### src/smartcard_params.svh
// Register offsets, field positions, reset values and counts of the smartcard interface
`ifndef SMARTCARD_PARAMS_SVH
`define SMARTCARD_PARAMS_SVH
`define A_CTRL 4'h0
`define A_STAT 4'h1
`define A_CONT 4'h2
`define A_ETUH 4'h3
`define A_ETUL 4'h4
`define A_GTH 4'h5
`define A_GTL 4'h6
`define A_WTH 4'h7
`define A_WTM 4'h8
`define A_WTL 4'h9
`define A_TXB 4'ha
`define A_RXB 4'hb
`define A_MASK 4'hc
`define RST_CTRL 8'h00
`define RST_CONT 8'h08
`define RST_ETUH 8'h01
`define RST_ETUL 8'h74
`define RST_GTH 8'h00
`define RST_GTL 8'h0c
`define RST_WTH 8'h00
`define RST_WTM 8'h25
`define RST_WTL 8'h80
`define RST_GT_ACT 9'h00c
`define CB_SRST 7
`define CB_POL 6
`define CB_UART 3
`define CB_WAIT_TIMER_RUN 2
`define CB_RETRY 1
`define CB_BIT_CONVENTION_SELECT 0
`define KB_CLKSRC 7
`define KB_C8 5
`define KB_C4 4
`define KB_IO 3
`define KB_CLK 2
`define KB_RST 1
`define KB_VCC 0
`define EB_COMP 7
`define SB_TXC 2
`define SB_PAR 0
`define MSK_CONT 8'hbf
`define MSK_ETUH 8'h87
`define MSK_GTH 8'h01
`define MSK_MASK 8'h01
`define ETU_ZERO_LEN 12'h800
`define GUARD_SAT 9'h1ff
`define LAST_BIT 4'h9
`define ERR_BIT 4'ha
`define END_BIT 4'hb
`endif

### src/smartcard_pkg.sv
// Types shared by the smartcard interface
`default_nettype none
package smartcard_pkg;
  typedef enum logic [2:0] {ST_IDLE, ST_TX, ST_TXCHK, ST_RX, ST_RXERR} uart_state_e;
  // Contact and supervision pins as seen by the block
  typedef struct packed {
    logic presence_switch;
    logic overcurrent;
    logic voltage_ok;
    logic io;
    logic c4;
    logic c8;
    logic rst;
  } pins_in_s;
  typedef struct packed {
    logic       io_oe;
    logic       clk;
    logic       rst;
    logic       c4;
    logic       c8;
    logic       vcc_en;
    logic [1:0] vsel;
  } pins_out_s;
endpackage
`default_nettype wire

### src/smartcard_interface_regs.sv
// Smartcard interface: registers, contact pins, bit-period, guard and waiting timers, character UART
//
// The plain strobed port and the placing of the registers are this design's own decisions.
`include "smartcard_params.svh"
`default_nettype none
module smartcard_interface_regs #(
  parameter logic [2:0] MAX_REPEAT = 3'd4
) (
  input  wire logic                    clk,
  input  wire logic                    rstn,
  input  wire logic                    ce,
  input  wire logic [3:0]              addr,
  input  wire logic [7:0]              wdata,
  input  wire logic                    wr,
  input  wire logic                    rd,
  output logic [7:0]                   rdata,
  input  wire smartcard_pkg::pins_in_s pins_in,
  output smartcard_pkg::pins_out_s     pins_out,
  output logic                         parity_irq
);
  import smartcard_pkg::*;

  // Reverse and invert a byte for the inverse convention
  function automatic logic [7:0] bit_convention_select_byte(input logic [7:0] b, input logic inv);
    logic [7:0] r;
    for (int i = 0; i < 8; i++)
    begin
      r[i] = b[7 - i];
    end
    return inv ? ~r : b;
  endfunction

  function automatic logic wr_at(input logic w, input logic [3:0] a, input logic [3:0] t);
    return w && (a == t);
  endfunction

  // Pin synchroniser: second stage is the only reader of the first
  pins_in_s sync1_q;
  pins_in_s sync2_q;
  always_ff @(posedge clk or negedge rstn)
  begin
    if (!rstn)
    begin
      sync1_q <= '0;
      sync2_q <= '0;
    end
    else if (ce)
    begin
      sync1_q <= pins_in;
      sync2_q <= sync1_q;
    end
  end

  logic [7:0]  ctrl_q, ctrl_d, cont_q, cont_d, etuh_q, etuh_d, etul_q, etul_d;
  logic [7:0]  gth_q, gth_d, gtl_q, gtl_d, wt2_q, wt2_d, wt1_q, wt1_d, wt0_q, wt0_d;
  logic [7:0]  txb_q, txb_d, mask_q, mask_d, rdata_q, rdata_d;
  uart_state_e st_q, st_d;
  logic [3:0]  bit_q, bit_d;
  logic [8:0]  sh_q, sh_d, save_q, save_d, guard_q, guard_d, gt_act_q, gt_act_d;
  logic [7:0]  rsh_q, rsh_d, rxb_q, rxb_d;
  logic [11:0] etu_cnt_q, etu_cnt_d;
  logic [2:0]  retry_q, retry_d;
  logic [23:0] wt_q, wt_d;
  logic        odd_q, odd_d, err_q, err_d, first_q, first_d, rep_q, rep_d, low_q, low_d;
  logic        txbe_q, txbe_d, txc_q, txc_d, rxc_q, rxc_d, par_q, par_d, irq_q, irq_d;
  pins_out_s   out_q, out_d;
  logic        present, uart, bit_convention_select, srst, tick, mid, expired, restart, wt_evt, wt_wr, io_fall;
  logic        pbad;
  logic [11:0] etu_len;
  logic [7:0]  rx_byte;

  // Shared decodes
  assign present = sync2_q.presence_switch ^ ctrl_q[`CB_POL];
  assign uart    = ctrl_q[`CB_UART];
  assign bit_convention_select    = ctrl_q[`CB_BIT_CONVENTION_SELECT];
  assign srst    = ctrl_q[`CB_SRST];
  assign etu_len = ({etuh_q[2:0], etul_q} == 11'h000) ? `ETU_ZERO_LEN : {1'b0, etuh_q[2:0], etul_q};
  assign tick    = (etu_cnt_q == 12'h000);
  assign mid     = (etu_cnt_q == {1'b0, etu_len[11:1]});
  assign expired = (guard_q >= gt_act_q);
  assign wt_wr   = wr_at(wr, addr, `A_WTH);
  assign io_fall = !sync2_q.io && low_q == 1'b0 && sh_q[8];
  assign rx_byte = bit_convention_select_byte(rsh_q, bit_convention_select);
  assign pbad    = ((^rsh_q) ^ sync2_q.io) != bit_convention_select;

  // Register file and read port; read data stands one cycle after the strobe
  always_comb
  begin
    ctrl_d  = ctrl_q;
    cont_d  = cont_q;
    etuh_d  = etuh_q;
    etul_d  = etul_q;
    gth_d   = gth_q;
    gtl_d   = gtl_q;
    wt2_d   = wt2_q;
    wt1_d   = wt1_q;
    wt0_d   = wt0_q;
    txb_d   = txb_q;
    mask_d  = mask_q;
    rdata_d = 8'h00;
    if (wr)
    begin
      case (addr)
        `A_CTRL: ctrl_d = wdata;
        `A_CONT: cont_d = wdata & `MSK_CONT;
        `A_ETUH: etuh_d = wdata & `MSK_ETUH;
        `A_ETUL: etul_d = wdata;
        `A_GTH:  gth_d  = wdata & `MSK_GTH;
        `A_GTL:  gtl_d  = wdata;
        `A_WTH:  wt2_d  = wdata;
        `A_WTM:  wt1_d  = wdata;
        `A_WTL:  wt0_d  = wdata;
        `A_TXB:  txb_d  = wdata;
        `A_MASK: mask_d = wdata & `MSK_MASK;
        default: ;
      endcase
    end
    // Card removal drops power at once, whatever software wrote
    if (!present)
    begin
      cont_d[`KB_VCC] = 1'b0;
    end
    if (rd)
    begin
      case (addr)
        `A_CTRL: rdata_d = ctrl_q;
        `A_STAT: rdata_d = {txbe_q, present, sync2_q.overcurrent, sync2_q.voltage_ok,
                            wt_q == 24'h000000, txc_q, rxc_q, par_q};
        `A_CONT: rdata_d = {cont_q[`KB_CLKSRC], 1'b0, sync2_q.c8, sync2_q.c4, sync2_q.io,
                            cont_q[`KB_CLK], sync2_q.rst, cont_q[`KB_VCC]};
        `A_ETUH: rdata_d = etuh_q;
        `A_ETUL: rdata_d = etul_q;
        `A_GTH:  rdata_d = gth_q;
        `A_GTL:  rdata_d = gtl_q;
        `A_WTH:  rdata_d = wt2_q;
        `A_WTM:  rdata_d = wt1_q;
        `A_WTL:  rdata_d = wt0_q;
        `A_TXB:  rdata_d = txb_q;
        `A_RXB:  rdata_d = rxb_q;
        `A_MASK: rdata_d = mask_q;
        default: rdata_d = 8'h00;
      endcase
    end
  end

  always_ff @(posedge clk or negedge rstn)
  begin
    if (!rstn)
    begin
      ctrl_q  <= `RST_CTRL;
      cont_q  <= `RST_CONT;
      etuh_q  <= `RST_ETUH;
      etul_q  <= `RST_ETUL;
      gth_q   <= `RST_GTH;
      gtl_q   <= `RST_GTL;
      wt2_q   <= `RST_WTH;
      wt1_q   <= `RST_WTM;
      wt0_q   <= `RST_WTL;
      txb_q   <= 8'h00;
      mask_q  <= 8'h00;
      rdata_q <= 8'h00;
    end
    else if (ce)
    begin
      ctrl_q  <= ctrl_d;
      cont_q  <= cont_d;
      etuh_q  <= etuh_d;
      etul_q  <= etul_d;
      gth_q   <= gth_d;
      gtl_q   <= gtl_d;
      wt2_q   <= wt2_d;
      wt1_q   <= wt1_d;
      wt0_q   <= wt0_d;
      txb_q   <= txb_d;
      mask_q  <= mask_d;
      rdata_q <= rdata_d;
    end
  end

  // Character UART, bit-period, guard and waiting timers, flags and pins
  always_comb
  begin
    st_d     = st_q;
    bit_d    = bit_q;
    sh_d     = sh_q;
    save_d   = save_q;
    rsh_d    = rsh_q;
    rxb_d    = rxb_q;
    err_d    = err_q;
    retry_d  = retry_q;
    first_d  = first_q;
    rep_d    = rep_q;
    low_d    = low_q;
    txbe_d   = txbe_q;
    txc_d    = txc_q;
    rxc_d    = rxc_q;
    par_d    = par_q;
    restart  = wr_at(wr, addr, `A_ETUH);
    wt_evt   = 1'b0;
    // One clk cycle off odd bits keeps the average at half a cycle
    etu_cnt_d = etu_cnt_q - 12'h001;
    odd_d     = odd_q;
    if (tick)
    begin
      etu_cnt_d = etu_len - {11'h000, etuh_q[`EB_COMP] & ~odd_q} - 12'h001;
      odd_d     = ~odd_q;
    end
    // Guard counts bit periods since the last transmitted start bit
    guard_d  = guard_q;
    gt_act_d = gt_act_q;
    if (tick && guard_q != `GUARD_SAT)
    begin
      guard_d = guard_q + 9'h001;
    end
    if (expired)
    begin
      gt_act_d = {gth_q[0], gtl_q};
    end
    // Software clears go first so a hardware set in the same cycle wins
    if (wr_at(wr, addr, `A_STAT) && !wdata[`SB_TXC])
    begin
      txc_d = 1'b0;
    end
    if (wr_at(wr, addr, `A_STAT) && !wdata[`SB_PAR])
    begin
      par_d = 1'b0;
    end
    if (wr_at(rd, addr, `A_RXB))
    begin
      rxc_d = 1'b0;
    end
    case (st_q)
      ST_IDLE:
      begin
        low_d = 1'b0;
        // Transmission has priority over reception
        if (uart && (rep_q || !txbe_q) && (first_q || expired))
        begin
          if (!rep_q)
          begin
            save_d = {(^txb_q) ^ bit_convention_select, bit_convention_select_byte(txb_q, bit_convention_select)};
            txbe_d = 1'b1;
          end
          sh_d    = rep_q ? save_q : {(^txb_q) ^ bit_convention_select, bit_convention_select_byte(txb_q, bit_convention_select)};
          rep_d   = 1'b0;
          first_d = 1'b0;
          guard_d = 9'h000;
          low_d   = 1'b1;
          bit_d   = 4'h0;
          restart = 1'b1;
          wt_evt  = 1'b1;
          st_d    = ST_TX;
        end
        else if (uart && io_fall)
        begin
          bit_d   = 4'h0;
          restart = 1'b1;
          wt_evt  = 1'b1;
          st_d    = ST_RX;
        end
      end
      ST_TX:
      begin
        if (tick)
        begin
          bit_d = bit_q + 4'h1;
          if (bit_q == `LAST_BIT)
          begin
            low_d = 1'b0;
            err_d = 1'b0;
            st_d  = ST_TXCHK;
          end
          else
          begin
            low_d = ~sh_q[0];
            sh_d  = {1'b1, sh_q[8:1]};
          end
        end
      end
      ST_TXCHK:
      begin
        // Card signals refusal by holding the line low in this slot
        if (mid)
        begin
          err_d = !sync2_q.io;
        end
        if (tick)
        begin
          st_d = ST_IDLE;
          if (err_q && ctrl_q[`CB_RETRY] && retry_q != MAX_REPEAT)
          begin
            retry_d = retry_q + 3'h1;
            rep_d   = 1'b1;
          end
          else if (err_q)
          begin
            retry_d = 3'h0;
            par_d   = 1'b1;
          end
          else
          begin
            retry_d = 3'h0;
            txc_d   = 1'b1;
          end
        end
      end
      ST_RX:
      begin
        if (tick)
        begin
          bit_d = bit_q + 4'h1;
        end
        if (mid)
        begin
          if (bit_q == 4'h0 && sync2_q.io)
          begin
            st_d = ST_IDLE;
          end
          else if (bit_q != 4'h0 && bit_q != `LAST_BIT)
          begin
            rsh_d = {sync2_q.io, rsh_q[7:1]};
          end
          else if (bit_q == `LAST_BIT)
          begin
            if (pbad && ctrl_q[`CB_RETRY] && retry_q != MAX_REPEAT)
            begin
              retry_d = retry_q + 3'h1;
              st_d    = ST_RXERR;
            end
            else
            begin
              retry_d = 3'h0;
              rxb_d   = rx_byte;
              rxc_d   = 1'b1;
              par_d   = par_q | pbad;
              st_d    = ST_IDLE;
            end
          end
        end
      end
      ST_RXERR:
      begin
        if (tick)
        begin
          bit_d = bit_q + 4'h1;
        end
        if (mid && bit_q == `ERR_BIT)
        begin
          low_d = 1'b1;
        end
        else if (mid && bit_q == `END_BIT)
        begin
          low_d = 1'b0;
          st_d  = ST_IDLE;
        end
      end
      default: st_d = ST_IDLE;
    endcase
    if (wr_at(wr, addr, `A_TXB))
    begin
      txbe_d = 1'b0;
    end
    if (restart)
    begin
      etu_cnt_d = etu_len - 12'h001;
      odd_d     = 1'b0;
    end
    // Waiting counter runs down at the bit rate; zero means overflow
    wt_d = wt_q;
    if (ctrl_q[`CB_WAIT_TIMER_RUN] && tick && wt_q != 24'h000000)
    begin
      wt_d = wt_q - 24'h000001;
    end
    if ((wt_wr && (!ctrl_q[`CB_WAIT_TIMER_RUN] || uart)) || (wt_evt && ctrl_q[`CB_WAIT_TIMER_RUN]))
    begin
      wt_d = {wt2_d, wt1_q, wt0_q};
    end
    // Soft reset holds the UART but leaves the settings alone
    if (srst)
    begin
      st_d    = ST_IDLE;
      low_d   = 1'b0;
      rep_d   = 1'b0;
      retry_d = 3'h0;
      first_d = 1'b1;
      txbe_d  = 1'b1;
      txc_d   = 1'b0;
      rxc_d   = 1'b0;
      par_d   = 1'b0;
    end
    // Pins; open drain IO only ever pulls low
    out_d.io_oe  = uart ? low_q : !cont_q[`KB_IO];
    out_d.clk    = cont_q[`KB_CLKSRC] ? ~out_q.clk : cont_q[`KB_CLK];
    out_d.rst    = cont_q[`KB_RST];
    out_d.c4     = cont_q[`KB_C4];
    out_d.c8     = cont_q[`KB_C8];
    out_d.vcc_en = cont_q[`KB_VCC] & present;
    out_d.vsel   = ctrl_q[5:4];
    irq_d        = par_q & mask_q[0];
  end

  always_ff @(posedge clk or negedge rstn)
  begin
    if (!rstn)
    begin
      st_q      <= ST_IDLE;
      bit_q     <= 4'h0;
      sh_q      <= 9'h1ff;
      save_q    <= 9'h1ff;
      rsh_q     <= 8'h00;
      rxb_q     <= 8'h00;
      err_q     <= 1'b0;
      retry_q   <= 3'h0;
      first_q   <= 1'b1;
      rep_q     <= 1'b0;
      low_q     <= 1'b0;
      txbe_q    <= 1'b1;
      txc_q     <= 1'b0;
      rxc_q     <= 1'b0;
      par_q     <= 1'b0;
      etu_cnt_q <= 12'h000;
      odd_q     <= 1'b0;
      guard_q   <= 9'h000;
      gt_act_q  <= `RST_GT_ACT;
      wt_q      <= {`RST_WTH, `RST_WTM, `RST_WTL};
      out_q     <= '0;
      irq_q     <= 1'b0;
    end
    else if (ce)
    begin
      st_q      <= st_d;
      bit_q     <= bit_d;
      sh_q      <= sh_d;
      save_q    <= save_d;
      rsh_q     <= rsh_d;
      rxb_q     <= rxb_d;
      err_q     <= err_d;
      retry_q   <= retry_d;
      first_q   <= first_d;
      rep_q     <= rep_d;
      low_q     <= low_d;
      txbe_q    <= txbe_d;
      txc_q     <= txc_d;
      rxc_q     <= rxc_d;
      par_q     <= par_d;
      etu_cnt_q <= etu_cnt_d;
      odd_q     <= odd_d;
      guard_q   <= guard_d;
      gt_act_q  <= gt_act_d;
      wt_q      <= wt_d;
      out_q     <= out_d;
      irq_q     <= irq_d;
    end
  end

  assign rdata      = rdata_q;
  assign pins_out   = out_q;
  assign parity_irq = irq_q;
endmodule
`default_nettype wire

### config.mk
export PLATFORM = sky130hd
export DESIGN_NAME = smartcard_interface_regs
export DESIGN_NICKNAME = d
export VERILOG_FILES = /design/src/smartcard_pkg.sv /design/src/smartcard_interface_regs.sv
export VERILOG_INCLUDE_DIRS = /design/src
export SDC_FILE = /design/constraint.sdc
export NUM_CORES = 1
export LEC_CHECK = 0
export ABC_CLOCK_PERIOD_IN_PS = 4200
export BUFFER_PORTS_ARGS = -buffer_cell sky130_fd_sc_hd__buf_4
export CORE_MARGIN = 2
export CORE_UTILIZATION = 63
export CTS_CLUSTER_DIAMETER = 100
export DETAILED_ROUTE_END_ITERATION = 7
export PLACE_DENSITY = 0.87
export SLEW_MARGIN = 40
export SYNTH_ARGS = -nofsm -noshare
export SYNTH_HDL_FRONTEND = slang
export SYNTH_SLANG_ARGS = --single-unit
### constraint.sdc
create_clock -name clk -period 4.2 [get_ports clk]
set_input_delay 0.63 -clock clk [delete_from_list [all_inputs] [get_ports clk]]
set_output_delay 0.63 -clock clk [all_outputs]
set_load 0.005 [all_outputs]
# --- Word-level counts from Yosys, hierarchy flattened ---
# Cells that the tools add are included.
totals:
  ff_bits: 207
  latch_bits: 0
  ramBits: 0
  rom_bits: 0
  inputBits: 24
  out_inout_bits: 17
  n_memories: 0
op_classes:
  add_sub_neg: 8
  multipliers: 0
  n_div: 0
  magnitude_cmp: 1
  eq_ne: 49
  n_shift: 0
  mux: 107
  bitwise_logic: 16
  n_reduce_logical: 84
ops:
  columns: ["op", "n"]
  rows:
  - ["$pmux W8 S13", 1]
  - ["$mux W3", 21]
  - ["$mux W9", 7]
  - ["$mux W1", 57]
  - ["$mux W24", 2]
  - ["$mux W8", 5]
  - ["$ne A3 B3 Y1 const B", 13]
  - ["$reduce_and A3 Y1", 13]
  - ["$mux W12", 3]
  - ["$sub A12 B1 Y12 const B", 3]
  - ["$eq A4 B4 Y1 const B", 8]
  - ["$logic_and A1 B1 Y1", 25]
  - ["$logic_not A24 Y1", 1]
  - ["$reduce_bool A24 Y1", 1]
  - ["$sub A24 B1 Y24 const B", 1]
  - ["$ne A4 B4 Y1 const B", 5]
  - ["$reduce_and A5 Y1", 4]
  - ["$pmux W9 S2", 1]
  - ["$eq A4 B3 Y1 const B", 4]
  - ["$not A8 Y8", 2]
  - ["$reduce_xor A8 Y1", 2]
  - ["$pmux W3 S5", 1]
  - ["$reduce_and A7 Y1", 2]
  - ["$reduce_bool A2 Y1", 7]
  - ["other kinds (37)", 76]

# --- Longest topological paths before layout ---
logic_depth:
  ltp_word: 12
  mapped_depth: 16
  ltp_nobuf: 15

# --- Worst setup path after synthesis ---
# Ideal clock, no wire load.
synth_path:
  path_kind: "register to register"
  from: "register etul_q[1]"
  to: "register etu_cnt_q[8]"
  arrival_ns: 3.437
  t_required_ns: 4.122
  slack_ns: 0.685
  path_stages_with_launch: 17
  path_buffers: 1
  period_less_slack_ns: 3.515
  cell_sequence: "dfrtp_1 -> inv_1 -> ha_1 -> or4b_1 -> buf_2 -> nor4_4 -> nor2_1 -> ha_1 -> inv_1 -> ha_1 -> or4b_2 -> nor4_1 -> xor2_1 -> nor2_1 -> o21ai_0 -> nor2_1 -> o2bb2ai_1"
synth_between:
  elab_chain_len: 6
  word_cells_on_any_way: 7
  cone_classes: "add/sub (3); mux (3); reduce/logical (1)"
synth_rtl:
  columns: ["element", "line_no", "source"]
  rows:
  - ["start, declared", "smartcard_interface_regs.sv:54", "logic [7:0] ctrl_q, ctrl_d, cont_q, cont_d, etuh_q, etuh_d, etul_q, etul_d;"]
  - ["start signal, assigned", "smartcard_interface_regs.sv:153", "etul_q <= `RST_ETUL;"]
  - ["start signal, assigned", "smartcard_interface_regs.sv:168", "etul_q <= etul_d;"]
  - ["$logic_not A11 Y1", "smartcard_interface_regs.sv:77", "assign etu_len = ({etuh_q[2:0], etul_q} == 11'h000) ? `ETU_ZERO_LEN : {1'b0, etuh_q[2:0], etul_q};"]
  - ["$mux W12 (*)", "smartcard_interface_regs.sv:77", null]
  - ["$sub A12 B1 Y12 (2 in a row)", "smartcard_interface_regs.sv:205", "etu_cnt_d = etu_len - {11'h000, etuh_q[`EB_COMP] & ~odd_q} - 12'h001;"]
  - ["$mux W12", "smartcard_interface_regs.sv:203", "if (tick)"]
  - ["$mux W12 (*)", "smartcard_interface_regs.sv:363", "if (restart)"]
  - ["end signal, assigned", "smartcard_interface_regs.sv:446", "etu_cnt_q <= etu_cnt_d;"]
  - ["end, declared", "smartcard_interface_regs.sv:61", "logic [11:0] etu_cnt_q, etu_cnt_d;"]
# Every way passes the cells marked *; elsewhere a longest branch is shown, timed or not.
# A chain may end at the register's enable or synchronous reset.

# --- Worst setup path in the final report ---
layout_path:
  from: "register etul_q[0]"
  to: "register etu_cnt_q[8]"
# The elaborated chain is that of the path after synthesis.

==> results.json <==
{
  "start_kind": "flop",
  "crit_fanout": 8,
  "synth_top_area_cell": "dfrtp_1",
  "die_w_um": 141,
  "cpPeakStageDelay_ns": 0.66,
  "antenna_left": 0,
  "synth_area_sq_um": 11900,
  "first_iter_violations": 1034,
  "grt.overflow.total": 0,
  "port-buffer-count": 40,
  "n_antenna_cell": 0,
  "mostFrequentLayoutCells": "dfrtp_1 (168), nand2_1 (111), mux2_2 (105)",
  "path_clk_slew_ns": 0.06,
  "wl_per_cell_um": 22.3,
  "critPathCaptureType": "flop",
  "wl_met2_mm": 15.0,
  "path_delay_family": "simple AND/OR/NAND/NOR gates",
  "grt_pass1_wl_mm": 53.0,
  "rows": 50,
  "fp.dieH_um": 141,
  "required_ns": 4.64,
  "drt_wl_total_mm": 33.1,
  "ir_worst_vdd_mv": 0.487,
  "final_common_cell": "dfrtp_1",
  "wl_met1_mm": 12.9,
  "dpl.hpwl_mm": 22.2,
  "syn_inst": 1225,
  "vias": 10235,
  "cts_buffer_depth": 3,
  "layout-drive-gt1-share_pct": 21.5,
  "finalHoldViolCount": 0,
  "clk_latency_ns": 0.55,
  "drv_cap": 0,
  "h-tree-depth": 1,
  "start_util_pct": 63.9,
  "async_flop_share_pct": 100,
  "p_leak_nw": 5.75,
  "cts_hold_buf": 0,
  "timing.fmax_ghz": 0.258,
  "worst_pin_slew_ns": 0.812,
  "postSynthAreaPerCell_sq_um": 9.70,
  "dr_wl_met3_mm": 3.46,
  "dr.pass1.iters": 8,
  "highest_layer": "met4",
  "synth_area_leaders": "dfrtp_1 (36%), mux2_2 (10%), dfstp_2 (8.4%)",
  "drc_errors": 1,
  "pwr_density_cell_nw_per_um2": 562,
  "routed_via_density": 6.89,
  "setup_tns_ns": 0,
  "fin_skew_ns": 0.0365,
  "gp_congestion": 1.03,
  "synth_edf_count": 0,
  "path_class": "flop to flop",
  "nNetsFinal": 1279,
  "synth_fp_nets": 1271,
  "clockRootBuffer": "clkbuf_16",
  "cts_buffers": 24,
  "gr-usage-all-layers_pct": 33.2,
  "cts_tree": "done",
  "arrival_ns": 4.32,
  "area_growth_pct": 11.8,
  "yosys_register_bits": 207,
  "period_minus_slack_ns": 3.88,
  "failed_checks": "DRC",
  "core_area_sq_um": 18600,
  "crit_buf_inv": 2,
  "crit_chain": "inv_1, ha_1, or4b_4, nor4_4, nor2_1, ha_1, inv_1, ha_1, or4b_2, nor4_2, xor2_1, nor2_1, o21ai_0, nor2_1, o2bb2ai_1",
  "clock-sinks": 207,
  "grt_max_degree": 70,
  "finalMaxSlewViolations": 0,
  "cp_slowest_cell": "or4b_2",
  "holdWs_ns": 0.0274,
  "setup_viol": 0,
  "die-area_sq_um": 20000,
  "seq_area_frac_synth_pct": 44.0,
  "rsz0062_at_grt": "false",
  "ios": 41,
  "yosysWarnings": 0,
  "status": "complete, but fails checks",
  "grt_pass1_vias": 9914,
  "post-route-period-util_pct": 92.4,
  "synth_top_area_share_pct": 35.6,
  "antenna_found_initial": 0,
  "synth_flop_cell": "dfrtp_1",
  "slew_headroom_pct": 45.5,
  "yosys.cell_types.count": 75,
  "hold_class": "input pin to async pin"
}
## worst reg2reg max path, cell delays in order, from the launching register on
cell	delay (ns)
dfrtp_1	0.42
inv_1	0.11
ha_1	0.23
or4b_4	0.56
nor4_4	0.34
nor2_1	0.11
ha_1	0.23
inv_1	0.08
ha_1	0.19
or4b_2	0.67
nor4_2	0.23
xor2_1	0.19
nor2_1	0.05
o21ai_0	0.18
nor2_1	0.06
o2bb2ai_1	0.17
## cell usage after synthesis, drive strengths merged, types with 4 or more instances
cell and n:
a31oi 12, mux2 105, o2bb2ai 10, mux2i 43, or3 13, xnor2 33, nand3b 6, nand2b 13
nand3 28, ha 22, clkbuf 59, nor4 15, a211oi 8, o22ai 9, buf 15, nand4 15
dfstp 38, a32o 6, o21a 4, o31a 4, inv 42, o211ai 9, nor2 87, and2 5
a22o 6, o32ai 4, nand2 111, o31ai 7, nor2b 10, dfrtp 169, xor2 18, a21oi 71
a22oi 14, a21o 15, o21ai 101, o41ai 5, nor3b 5, and3 8, nor3 32, or4 8
## layer usage
metal,GRT usage (%),vias up
met2,51.6,634
met4,14.6,0
met5,0,-
met1,45.1,4939
met3,7.76,177
li1,-,4485
## registers in the layout, summed over array words and instances, names as in the netlist, 4 cells and up
name / flops
etuh_q: 4
wt1_q: 8
sync1_q: 7
etul_q: 8
wt2_q: 8
gt_act_q: 9
bit_q: 4
save_q: 9
wt0_q: 8
txb_q: 8
guard_q: 9
pins_out: 8
sh_q: 9
gtl_q: 8
cont_q: 7
ctrl_q: 8
rdata: 8
sync2_q: 7
rsh_q: 8
rxb_q: 8
wt_q: 24
etu_cnt_q: 12
## per-stage QoR
step | cell area (sq um) | setup WS [ns] | total power [mW] | utilization, % | cells
2_1_floorplan | 11900 | 0.685 | 4.49 | - | 1225
3_3_place_gp | 12300 | 0.335 | 5.02 | 66.3 | 1440
3_5_place_dp | 12400 | 0.220 | 5.12 | 66.6 | 1441
4_1_cts | 13200 | 0.193 | 7.40 | 71.3 | 1485
5_1_grt | 13300 | 0.0473 | 7.82 | 71.4 | 1485
6_report | 13300 | 0.320 | 7.46 | 71.4 | 1485
## cells by family (layout without fill, tap and decap cells)
family / after synthesis / count (layout) / share of synthesized area [%]
and+or+nand+nor: 371 / 371 / 15.7
AOI/OAI and AO/OA: 305 / 305 / 16.2
DFF: 207 / 207 / 44.0
muxes: 150 / 150 / 14.0
buffers and inverters: 118 / 144 / 3.80
xor gates and xnor gates: 52 / 52 / 3.95
adders and majority gates: 22 / 22 / 2.32
## path summary, 6_finish.rpt
path / start / endpoint / slack [ns] / cells past startpoint
min in group clk: pins_in[6] / sync1_q[6]$_DFFE_PN0P_ / 0.31 / 2
min reg2reg: first_q$_DFFE_PN1P_ / first_q$_DFFE_PN1P_ / 0.48 / 2
min: rstn / txb_q[3]$_DFFE_PN0P_ / 0.03 / 1
max: etul_q[0]$_DFFE_PN0P_ / etu_cnt_q[8]$_DFFE_PN0P_ / 0.32 / 15
max in group asynchronous: rstn / etul_q[6]$_DFFE_PN1P_ / 3.07 / 3
max reg2reg: etul_q[0]$_DFFE_PN0P_ / etu_cnt_q[8]$_DFFE_PN0P_ / 0.32 / 15
## cell type report
type | count | area (sq um)
clock inverter | 14 | 201
sequential | 207 | 5230
clock buffer | 30 | 663
tap | 234 | 293
multi-input combinational | 900 | 6260
timing repair buffer | 56 | 459
fill | 1265 | 5310
inverter | 44 | 165
## timing repair
item,in CTS,in global routing
buffers inserted,0,0
gates resized for setup,0,2
setup endpoints to repair,0,2
hold endpoints to repair,0,0
## where the power goes
part	switching, mW	total, mW	leakage [nW]	internal, mW
Sequential	0.604	3.16	2.51	2.55
Combinational	1.13	2.04	2.81	0.908
Clock	0.882	2.26	0.427	1.37
(Power assumes the default switching activity.)
